[src/rtl/lsp_pkg.sv]
// shared constants and carrier types of the two shared-function i/o ports
package lsp_pkg;
  // port width
  localparam int unsigned PORT_W = 8;
  // apb address width, wide enough for the highest register
  localparam int unsigned ADDR_W = 16;
  // register indexes; byte address is four times the index
  localparam logic [11:0] IDX_FIRST_LATCH = 12'h005;
  localparam logic [11:0] IDX_SECOND_LATCH = 12'h006;
  localparam logic [11:0] IDX_FIRST_DIR = 12'h00A;
  localparam logic [11:0] IDX_SECOND_DIR = 12'h00B;
  localparam logic [11:0] IDX_SECOND_IE = 12'h00C;
  localparam logic [11:0] IDX_FIRST_SEG = 12'hF9F;
  // values after reset
  localparam logic [7:0] RST_FIRST_LATCH = 8'h00;
  localparam logic [7:0] RST_FIRST_DIR = 8'h00;
  localparam logic [7:0] RST_FIRST_SEG = 8'h00;
  localparam logic [7:0] RST_SECOND_LATCH = 8'h00;
  localparam logic [7:0] RST_SECOND_DIR = 8'h00;
  localparam logic [7:0] RST_SECOND_IE = 8'hFF;
  // read data after reset
  localparam logic [31:0] RST_PRDATA = 32'h0000_0000;
  // drive of one 8-bit pad group
  typedef struct packed {
    logic [7:0] dout; // level driven onto the pin
    logic [7:0] oe;   // high while the pin is driven
  } lsp_pad_drv_t;
endpackage : lsp_pkg

[src/rtl/lsp_io_ports.sv]
// two 8-bit i/o ports: lcd-shared first port, analog-shared second port
//
// Notes on behaviour
// - first port: dir 1, seg 0 drives latch
// - seg bit 1 hands pin to lcd
// - reset clears first latch, dir, seg
// - first read: dir0 seg0 gives pin level
// - first read: dir0 seg1 gives zero
// - first read: dir1 gives latch bit
// - second port: dir 1 drives latch
// - dir0 ie1 passes pin to reads, timers
// - dir0 ie0 blocks digital input, reads zero
// - second read: dir1 gives latch bit
// - reset clears second latch, dir; ie ones
// - port never picks the conversion channel
// - written value lands in every latch bit
`timescale 1ns/1ns
`default_nettype none
module lsp_io_ports (
  // clock and reset
  input wire logic mclk,
  input wire logic rstn,
  // apb slave
  input wire logic psel,
  input wire logic penable,
  input wire logic pwrite,
  input wire logic [lsp_pkg::ADDR_W-1:0] paddr,
  input wire logic [31:0] pwdata,
  output logic [31:0] prdata,
  output logic pready,
  output logic pslverr,
  // first port pins and lcd segment source
  input wire logic [7:0] first_pin_in,
  input wire logic [7:0] lcd_seg_in,
  output lsp_pkg::lsp_pad_drv_t first_pad,
  // second port pins and digital input fan-out
  input wire logic [7:0] second_pin_in,
  output lsp_pkg::lsp_pad_drv_t second_pad,
  output logic [7:0] second_dig_in
);

  ////////////////////////////////////////////////////////////////////////
  // address decode

  // true when the byte address selects the register index
  function automatic logic addr_hit(input logic [15:0] a, input logic [11:0] idx);
    addr_hit = (a == {2'h0, idx, 2'h0});
  endfunction : addr_hit

  logic hit_fl, hit_sl, hit_fd, hit_sd, hit_ie, hit_fs; // per-register selects
  logic mapped; // any register selected
  logic wr_en; // write takes effect at this edge
  logic rd_setup; // setup cycle of a read

  assign hit_fl = addr_hit(paddr, lsp_pkg::IDX_FIRST_LATCH);
  assign hit_sl = addr_hit(paddr, lsp_pkg::IDX_SECOND_LATCH);
  assign hit_fd = addr_hit(paddr, lsp_pkg::IDX_FIRST_DIR);
  assign hit_sd = addr_hit(paddr, lsp_pkg::IDX_SECOND_DIR);
  assign hit_ie = addr_hit(paddr, lsp_pkg::IDX_SECOND_IE);
  assign hit_fs = addr_hit(paddr, lsp_pkg::IDX_FIRST_SEG);
  assign mapped = hit_fl | hit_sl | hit_fd | hit_sd | hit_ie | hit_fs;
  // zero wait states: every access ends in its first access cycle
  assign pready = 1'b1;
  // unmapped address answers with an error, writes ignored
  // a read of an unmapped address also returns zero data
  assign pslverr = psel & penable & ~mapped;
  assign wr_en = psel & penable & pwrite & mapped;
  assign rd_setup = psel & ~penable & ~pwrite;

  ////////////////////////////////////////////////////////////////////////
  // registers

  logic [7:0] first_latch_reg_q; // first port output latch
  logic [7:0] first_dir_q; // first port direction, 1 = output
  logic [7:0] first_seg_q; // first port segment select, 1 = lcd
  logic [7:0] second_latch_q; // second port output latch
  logic [7:0] second_dir_q; // second port direction, 1 = output
  logic [7:0] second_ie_q; // second port digital input enable

  // first port registers; the whole written byte lands in the latch
  always_ff @(posedge mclk) begin
    if (!rstn) begin
      first_latch_reg_q <= lsp_pkg::RST_FIRST_LATCH;
      first_dir_q <= lsp_pkg::RST_FIRST_DIR;
      first_seg_q <= lsp_pkg::RST_FIRST_SEG;
    end else if (wr_en) begin
      // input-mode bits take whatever a bit instruction wrote back
      if (hit_fl) first_latch_reg_q <= pwdata[7:0];
      if (hit_fd) first_dir_q <= pwdata[7:0];
      if (hit_fs) first_seg_q <= pwdata[7:0];
    end
  end

  // writes to unmapped addresses fall through every hit and are lost
  // second port registers
  always_ff @(posedge mclk) begin
    if (!rstn) begin
      second_latch_q <= lsp_pkg::RST_SECOND_LATCH;
      second_dir_q <= lsp_pkg::RST_SECOND_DIR;
      second_ie_q <= lsp_pkg::RST_SECOND_IE;
    end else if (wr_en) begin
      if (hit_sl) second_latch_q <= pwdata[7:0];
      if (hit_sd) second_dir_q <= pwdata[7:0];
      if (hit_ie) second_ie_q <= pwdata[7:0];
    end
  end

  ////////////////////////////////////////////////////////////////////////
  // read composition

  logic [7:0] first_rd; // value a read of the first latch returns
  logic [7:0] second_rd; // value a read of the second latch returns
  logic [31:0] prdata_d; // next read data

  // per-bit read view: output bits show the latch, gated input bits the pin
  function automatic logic [7:0] compose_rd(input logic [7:0] dir, input logic [7:0] latch,
    input logic [7:0] gate, input logic [7:0] pin);
    compose_rd = (dir & latch) | (~dir & gate & pin);
  endfunction : compose_rd

  // first port: lcd-owned input bits are gated off and read zero
  assign first_rd = compose_rd(first_dir_q, first_latch_reg_q,
    ~first_seg_q, first_pin_in);
  // second port: input bits with the input path off read zero
  assign second_rd = compose_rd(second_dir_q, second_latch_q,
    second_ie_q, second_pin_in);

  // read mux, upper bits zero, unmapped reads zero
  always_comb begin
    prdata_d = 32'h0000_0000;
    if (hit_fl) prdata_d[7:0] = first_rd;
    else if (hit_sl) prdata_d[7:0] = second_rd;
    else if (hit_fd) prdata_d[7:0] = first_dir_q;
    else if (hit_sd) prdata_d[7:0] = second_dir_q;
    else if (hit_ie) prdata_d[7:0] = second_ie_q;
    else if (hit_fs) prdata_d[7:0] = first_seg_q;
    else prdata_d = 32'h0000_0000;
  end

  // capturing at setup keeps the pin sample a cycle ahead of the take,
  // so a pin that moves during the access cycle cannot tear the read
  // read data captured at setup, stands through the access cycle
  always_ff @(posedge mclk) begin
    if (!rstn) begin
      prdata <= lsp_pkg::RST_PRDATA;
    end else if (rd_setup) begin
      prdata <= prdata_d;
    end
  end

  ////////////////////////////////////////////////////////////////////////
  // pad drive

  wire [7:0] first_oe_w; // per-bit first port drive enable
  wire [7:0] first_dout_w; // per-bit first port drive level
  wire [7:0] second_oe_w; // per-bit second port drive enable
  wire [7:0] second_dout_w; // per-bit second port drive level

  // one pad slice per bit, identical for all eight
  genvar gi;
  generate
    for (gi = 0; gi < 8; gi++) begin : g_pad
      // lcd segment owns the pin whatever latch and direction hold
      assign first_oe_w[gi] = first_seg_q[gi] | first_dir_q[gi];
      assign first_dout_w[gi] = first_seg_q[gi] ? lcd_seg_in[gi]
        : first_latch_reg_q[gi];
      // second port drives whenever direction is out, ie ignored
      assign second_oe_w[gi] = second_dir_q[gi];
      assign second_dout_w[gi] = second_latch_q[gi];
    end
  endgenerate

  // pack the slices into the pad carriers, one driver per carrier
  always_comb begin
    first_pad.dout = first_dout_w;
    first_pad.oe = first_oe_w;
    second_pad.dout = second_dout_w;
    second_pad.oe = second_oe_w;
  end
  // digital path to timers and interrupts; no channel choice here
  assign second_dig_in = ~second_dir_q & second_ie_q & second_pin_in;
endmodule : lsp_io_ports
`default_nettype wire

[config.mk]
export PLATFORM = sky130hd
export DESIGN_NAME = lsp_io_ports
export DESIGN_NICKNAME = d
export VERILOG_FILES = /design/src/rtl/lsp_pkg.sv /design/src/rtl/lsp_io_ports.sv
export SDC_FILE = /design/constraint.sdc
export NUM_CORES = 1
export LEC_CHECK = 0
export BUFFER_PORTS_ARGS = -buffer_cell sky130_fd_sc_hd__buf_2
export CORE_AREA = 2 2 100 83
export CTS_CLUSTER_DIAMETER = 30
export DETAILED_ROUTE_END_ITERATION = 6
export DIE_AREA = 0 0 102 85
export PLACE_DENSITY = 0.77
export SKIP_CTS_REPAIR_TIMING = 1
export SLEW_MARGIN = 20
export SYNTH_ARGS = -nofsm -noshare
export SYNTH_HDL_FRONTEND = slang
export SYNTH_SLANG_ARGS = --single-unit
[constraint.sdc]
create_clock -name mclk -period 2.5 [get_ports mclk]
set_clock_uncertainty 0.05 [all_clocks]
set_input_delay 0.25 -clock mclk [delete_from_list [all_inputs] [get_ports mclk]]
set_output_delay 0.25 -clock mclk [all_outputs]
set_load 0.05 [all_outputs]
==> flow_summary_export.csv, run 1 <==
group,metric,value,unit
status,status,"finished clean",
die,dieArea,0.00867,mm²
detailed_routing,drc,0,
logic_synthesis,synthArstFlopShare,0,%
place,placed_area,0.00379,mm²
clocking,clock_latency,0.31,ns
grt,grt_usage,20.4,%
logic_synthesis,synthAdderAreaFrac,0,%
layout,finalNetCount,541,
timing,slew-limit-headroom,47.0,%
logic_synthesis,ys_seq_area_share,35.6,%
grt,grt_first_pass_wirelength,14.0,mm
detailed_routing,routed_wl,8.86,mm
timing,max_freq,0.446,GHz
logic_synthesis,ys.warnings.count,0,
clocking,cts_tree,"built",
logic_synthesis,synth_top_area_cell,"dfxtp_1",
critical_path,crit_fanout,4,
timing,setup-tns-final,0,ns
place,gp_congestion,0.863,
logic_synthesis,synth_top_area_share,35.6,%
logic_synthesis,muxShareOfSynthArea,15.8,%
logic_synthesis,netlist_area,0.00315,mm²
clocking,clockRootBuffer,"clkbuf_8",
clocking,clock_path_buffers,2,
logic_synthesis,dominantRegCellSynth,"dfxtp_1",
detailed_routing,drtAntennaViolNets,0,
detailed_routing,drtPass1Iterations,4,
layout,fill_cells,762,
detailed_routing,via_count,2981,
hold_path,hold_path_class,"input port to register",
logic_synthesis,yosys.area_share.xor_xnor,0.278,%
logic_synthesis,yosysMostFrequentCell,"dfxtp_1",
critical_path,critPathKind,"input port to output pin",
detailed_routing,route.met2.wl,4.28,mm
logic_synthesis,synth_edf_count,0,
logic_synthesis,syn_inst,359,
timing,tightest_slew,0.796,ns
die,num_rows,29,
layout,design_area,0.00388,mm²
logic_synthesis,synth_common_cells,"56 x dfxtp_1, 33 x mux2i_1, 32 x nor2b_1",
timing,slew_violations,0,
power_and_ir_drop,p_per_area,430,mW/mm²
clocking,numCtsBuffers,5,
timing,setup_viol,0,
logic_synthesis,synth_top_family_by_area,"simple AND/OR/NAND/NOR gates",
clocking,clk_pin_slew,0.10,ns
detailed_routing,drtIter0Drc,149,
detailed_routing,maxUsedRoutingLayer,"met4",
die,ios,151,
timing,finalCriticalPeriod,2.24,ns
critical_path,worstPathArrival,1.94,ns
layout,diodes,0,
power_and_ir_drop,leakagePower,1.87,nW
die,core-area,0.00769,mm²
layout,final_layout_size_suffix_gt1_share,32.3,%
critical_path,start_kind,"input port",
grt,antenna_found_initial,0,
detailed_routing,vias_per_cell,5.20,
clocking,h-tree-depth,2,
timing,finalHoldViolations,0,
die,die_w,102,µm
logic_synthesis,ys_types,36,
flow_run,cap_violations,0,
place,hpwlAfterDp,6.35,mm
detailed_routing,wl_met1,3.92,mm
detailed_routing,routed_wire_length_per_instance,15.5,µm
critical_path,end_kind,"output pin",
logic_synthesis,avgSynthCellArea,8.78,µm²
logic_synthesis,synth_area_leaders,"dfxtp_1 36%, mux2i_1 10%, nor2b_1 6.3%",
timing,period_share,89.7,%
timing,rsz0062_at_grt,"no",
power_and_ir_drop,vdd_ir_drop_max,0.000255,V
grt,overflow,0,
logic_synthesis,ys_ff_latch,56,
grt,grt_pass1_vias,2772,
grt,grt_max_degree,57,
detailed_routing,met3_length,609,µm
critical_path,crit_required,2.20,ns
logic_synthesis,synth-simple-area-share,24.4,%
place,portBuffers,101,
layout,syn2layout_area_growth,23.2,%
clocking,clock-sinks,56,
die,die_y,85,µm
logic_synthesis,synth_compound_area_share,14.5,%
die,start_util,41.0,%
==> state kept, by name, indices dropped and copies added, names as in the netlist <==
signal / count
prdata: 8
first_dir_q: 8
second_ie_q: 8
second_dir_q: 8
second_dout_w: 8
first_latch_reg_q: 8
first_seg_q: 8
==> path summary, 6_finish.rpt <==
check                                                         end  cells after the start  slack [ns]                         startpoint
worst max-delay path                                      pslverr                      6        0.26                           paddr[8]
worst min-delay path                  second_ie_q[2]$_SDFFE_PN1P_                      3        0.18                          pwdata[2]
worst max register to register             prdata[6]$_SDFFE_PN0P_                      4        1.25       second_dir_q[6]$_SDFFE_PN0P_
worst min register to register  first_latch_reg_q[5]$_SDFFE_PN0P_                      2        0.45  first_latch_reg_q[5]$_SDFFE_PN0P_
==> cells by family after synthesis <==
| family | Yosys count |
|---|---|
| XOR/XNOR | 1 |
| AO/OA/AOI/OAI | 73 |
| flip-flops | 56 |
| buffers and inverters | 52 |
| AND/OR/NAND/NOR | 127 |
| other | 2 |
| multiplexers | 48 |
==> critical path, stage by stage <==
cell,delay (ns)
buf_2,0.09
or4_1,0.62
buf_4,0.20
nor4_2,0.46
nor4_2,0.09
buf_2,0.23
==> layout make-up <==
| type | count | area, µm² | share of cell area (%) |
|---|---|---|---|
| clock buffer | 6 | 82.6 | 2.13 |
| clock inverter | 2 | 13.8 | 0.354 |
| inverter | 9 | 33.8 | 0.870 |
| multi-input combinational | 274 | 1840 | 47.4 |
| sequential | 56 | 1120 | 28.9 |
| tap | 108 | 135 | 3.48 |
| timing repair buffer | 118 | 658 | 16.9 |
==> where the power goes <==
group	switching [mW]	total, mW	internal (mW)	leakage, nW
Clock	0.306	0.533	0.227	0.0516
Sequential	0.00000233	0.891	0.891	0.451
Combinational	0.180	0.248	0.0672	1.36
Total	0.486	1.67	1.19	1.87
==> through the flow <==
step           setup WS [ns]  power [mW]  util [%]  cells  hold WS [ns]
5_1_grt                0.171        1.73      50.5    573         0.184
4_1_cts                0.265        1.68      50.5    573         0.170
3_3_place_gp           0.114        1.15      49.3    565         0.427
3_5_place_dp          0.0717        1.16      49.3    565         0.433
2_1_floorplan         0.0378        1.11         -    382         0.324
6_report               0.258        1.67      50.5    573         0.177
==> cells in the final DEF (no fill, tap or decap) <==
master	n
and3b_1	8
nand2b_1	1
a221oi_1	1
mux2i_1	33
nand3_1	18
a22oi_1	15
nor2_1	10
buf_2	101
a211oi_1	1
inv_1	9
nor3_4	1
or4_1	4
nand2_1	28
nand4_1	2
nor4_4	1
xor2_1	1
and3_1	1
clkinv_2	1
clkbuf_8	6
conb_1	25
buf_12	2
inv_6	1
mux2_2	15
o21ai_0	10
nor2b_1	32
a21o_1	8
a21boi_0	8
dfxtp_1	56
and2_1	9
or4bb_1	3
nor4_2	5
nand3b_1	1
nor3_1	1
or3b_2	1
buf_4	15
or4_4	1
a21oi_1	23
a31oi_1	7
==> metal layers <==
metal	vias to the layer above	GRT usage, %
li1	1442	-
met1	1403	27.5
met2	129	34.7
met3	7	3.29
met4	0	4.24
met5	-	0
(Power assumes the default switching activity.)
==> inputs of run 2 (changes only) <==
Settings changed: PLACE_DENSITY 0.77 to 0.82, SLEW_MARGIN 20 to 5.
==> run 2 against run 1 <==
Final area is 0.74% lower. Power is 3.1% lower. Die area unchanged. Flip-flop and latch count is the same. Critical path type unchanged. Worst setup slack worse by 0.025 ns. Largest power group unchanged. Critical endpoint unchanged. Hold slack got worse by 0.0024 ns. Final cell count up 0.17%. Sequential share of layout area increased by 0.22 points.
==> flow_summary_export.csv, run 2 (same netlist as run 1, synthesis figures left out) <==
group,metric,value,unit
layout,syn2layout_area_growth,22.3,%
critical_path,reg2reg_slack,1.24,ns
power_and_ir_drop,finalPower,1.62,mW
clocking,clock_latency,0.31,ns
detailed_routing,routed_wl,8.93,mm
place,portBuffers,101,
timing,rsz0062_at_grt,"no",
power_and_ir_drop,pwr-share-clk,29.7,%
layout,design_area,0.00386,mm²
detailed_routing,drtAntennaViolNets,0,
place,placed_cells,567,
critical_path,crit_slowest_cell,"or4_1",
die,core-area,0.00769,mm²
clocking,numCtsBuffers,5,
detailed_routing,via_count,2949,
critical_path,worstPathArrival,1.97,ns
power_and_ir_drop,switching_share,29.0,%
power_and_ir_drop,seq_power_share,55.0,%
critical_path,worstReg2RegStart,"second_dir_q[6]$_SDFFE_PN0P_",
critical_path,critical_path.cell_chain,"buf_2 > or4_1 > buf_4 > nor4_2 > buf_4 > nor4_2 > buf_2",
power_and_ir_drop,p_per_area,420,mW/mm²
timing,setup_viol,0,
layout,finalNonFillerCells,574,
clocking,clk_pin_slew,0.09,ns
critical_path,critPathBufInv,4,
critical_path,end_kind,"output pin",
critical_path,crit_required,2.20,ns
die,start_util,41.0,%
critical_path,regToRegEndpoint,"prdata[6]$_SDFFE_PN0P_",
layout,mostFrequentLayoutCell,"buf_2",
grt,antenna_found_initial,0,
clocking,cts_tree,"built",
layout,diodes,0,
detailed_routing,vias_per_cell,5.14,
critical_path,cp_top_family,"simple AND/OR/NAND/NOR gates",
critical_path,critPathKind,"input port to output pin",
power_and_ir_drop,comb_power_share,15.3,%
status,status,"finished clean",
place,gp_congestion,0.852,
grt,overflow,0,
detailed_routing,drtPass1Iterations,5,
layout,final_layout_size_suffix_gt1_share,32.2,%
die,dieArea,0.00867,mm²
place,hpwlAfterDp,6.53,mm
critical_path,worstSetupStartpoint,"paddr[10]",
timing,finalHoldViolations,0,
clocking,clockRootBuffer,"clkbuf_8",
grt,grt_max_degree,57,
layout,final_core_util,50.1,%
timing,period_share,90.7,%
layout,ff_latch_area,0.00112,mm²
layout,fill_cells,781,
clocking,h-tree-depth,2,
clocking,clock_path_buffers,2,
grt,grt_first_pass_wirelength,14.0,mm
power_and_ir_drop,p_int,1.15,mW
grt,grt_usage,20.7,%
layout,finalNetCount,543,
power_and_ir_drop,p_sw,0.470,mW
power_and_ir_drop,vdd_ir_drop_max,0.000195,V
timing,max_freq,0.441,GHz
critical_path,critPathCapture,"pslverr",
timing,slew-limit-headroom,46.3,%
detailed_routing,drc,0,
critical_path,r2r_cells,4,
critical_path,path_depth,7,
clocking,clock-sinks,56,
timing,slew_violations,0,
die,num_rows,29,
detailed_routing,routed_wire_length_per_instance,15.6,µm
hold_path,hold_path_class,"input port to register",
hold_path,worstHoldStart,"pwdata[6]",
grt,grt_pass1_vias,2808,
critical_path,crit_fanout,8,
timing,timing.hold.ws,0.175,ns
power_and_ir_drop,leakagePower,1.86,nW
layout,multiInputGateArea,0.00184,mm²
place,placed_area,0.00378,mm²
critical_path,cp_slowest_stage_delay,0.57,ns
timing,finalCriticalPeriod,2.27,ns
die,die_w,102,µm
flow_run,cap_violations,0,
detailed_routing,drtIter0Drc,204,
timing,tightest_slew,0.806,ns
die,die_y,85,µm
critical_path,start_kind,"input port",
layout,final_cell_mix,"101 x buf_2, 56 x dfxtp_1, 33 x mux2i_1",
die,ios,151,
-- run 2: changes by cell type in the layout (fill, tap and decap cells not counted), sizes merged --
cell	change
buf	+2
inv	-1
-- run 2: worst register-to-register path: stages (launching register included) --
cell      delay [ns]
dfxtp_1         0.39
and3b_1         0.20
a21o_1          0.15
a221oi_1        0.25
a21oi_1         0.10
-- run 2: how the worst min path moves through the flow --
stage	endpoint	slack, ns	cells after the start
3_5_place_dp	first_latch_reg_q[2]$_SDFFE_PN0P_	0.42	2
4_1_cts	second_ie_q[6]$_SDFFE_PN1P_	0.17	3
2_1_floorplan	second_ie_q[0]$_SDFFE_PN1P_	0.32	2
3_3_place_gp	first_latch_reg_q[2]$_SDFFE_PN0P_	0.42	2
6_report	second_ie_q[6]$_SDFFE_PN1P_	0.18	3
5_1_grt	second_ie_q[6]$_SDFFE_PN1P_	0.17	3
-- run 2: metal layers --
metal,vias to the layer above,part of all wire [%],wire (µm),global-route usage [%]
met2,150,46,4140,33.7
met1,1351,44,3950,28.5
met4,0,1.6,146,5.94
met5,-,0,0,0
li1,1431,-,-,-
met3,17,7.8,699,3.05
-- run 2: area by class of cell --
| class | instances | area share, % |
|---|---|---|
| Timing Repair Buffer | 120 | 16.8 |
| Multi-Input combinational cell | 274 | 47.7 |
| Clock buffer | 6 | 1.88 |
| Clock inverter | 1 | 0.130 |
| Tap cell | 108 | 3.50 |
| Sequential cell | 56 | 29.1 |
| Inverter | 9 | 0.876 |
-- run 2: stage by stage --
stage	setup TNS, ns	worst slack (ns)
2_1_floorplan	0	0.0378
3_3_place_gp	0	0.103
3_5_place_dp	-0.00678	-0.00678
4_1_cts	0	0.236
5_1_grt	0	0.186
6_report	0	0.233
-- run 2: power by group through the flow --
| stage | Clock (mW) | Combinational (mW) | Sequential [mW] |
|---|---|---|---|
| 6_report | 0.481 | 0.248 | 0.891 |
| 5_1_grt | 0.526 | 0.264 | 0.892 |
| 4_1_cts | 0.494 | 0.246 | 0.891 |
| 3_5_place_dp | 0 | 0.245 | 0.912 |
| 3_3_place_gp | 0 | 0.242 | 0.912 |
| 2_1_floorplan | 0 | 0.201 | 0.912 |
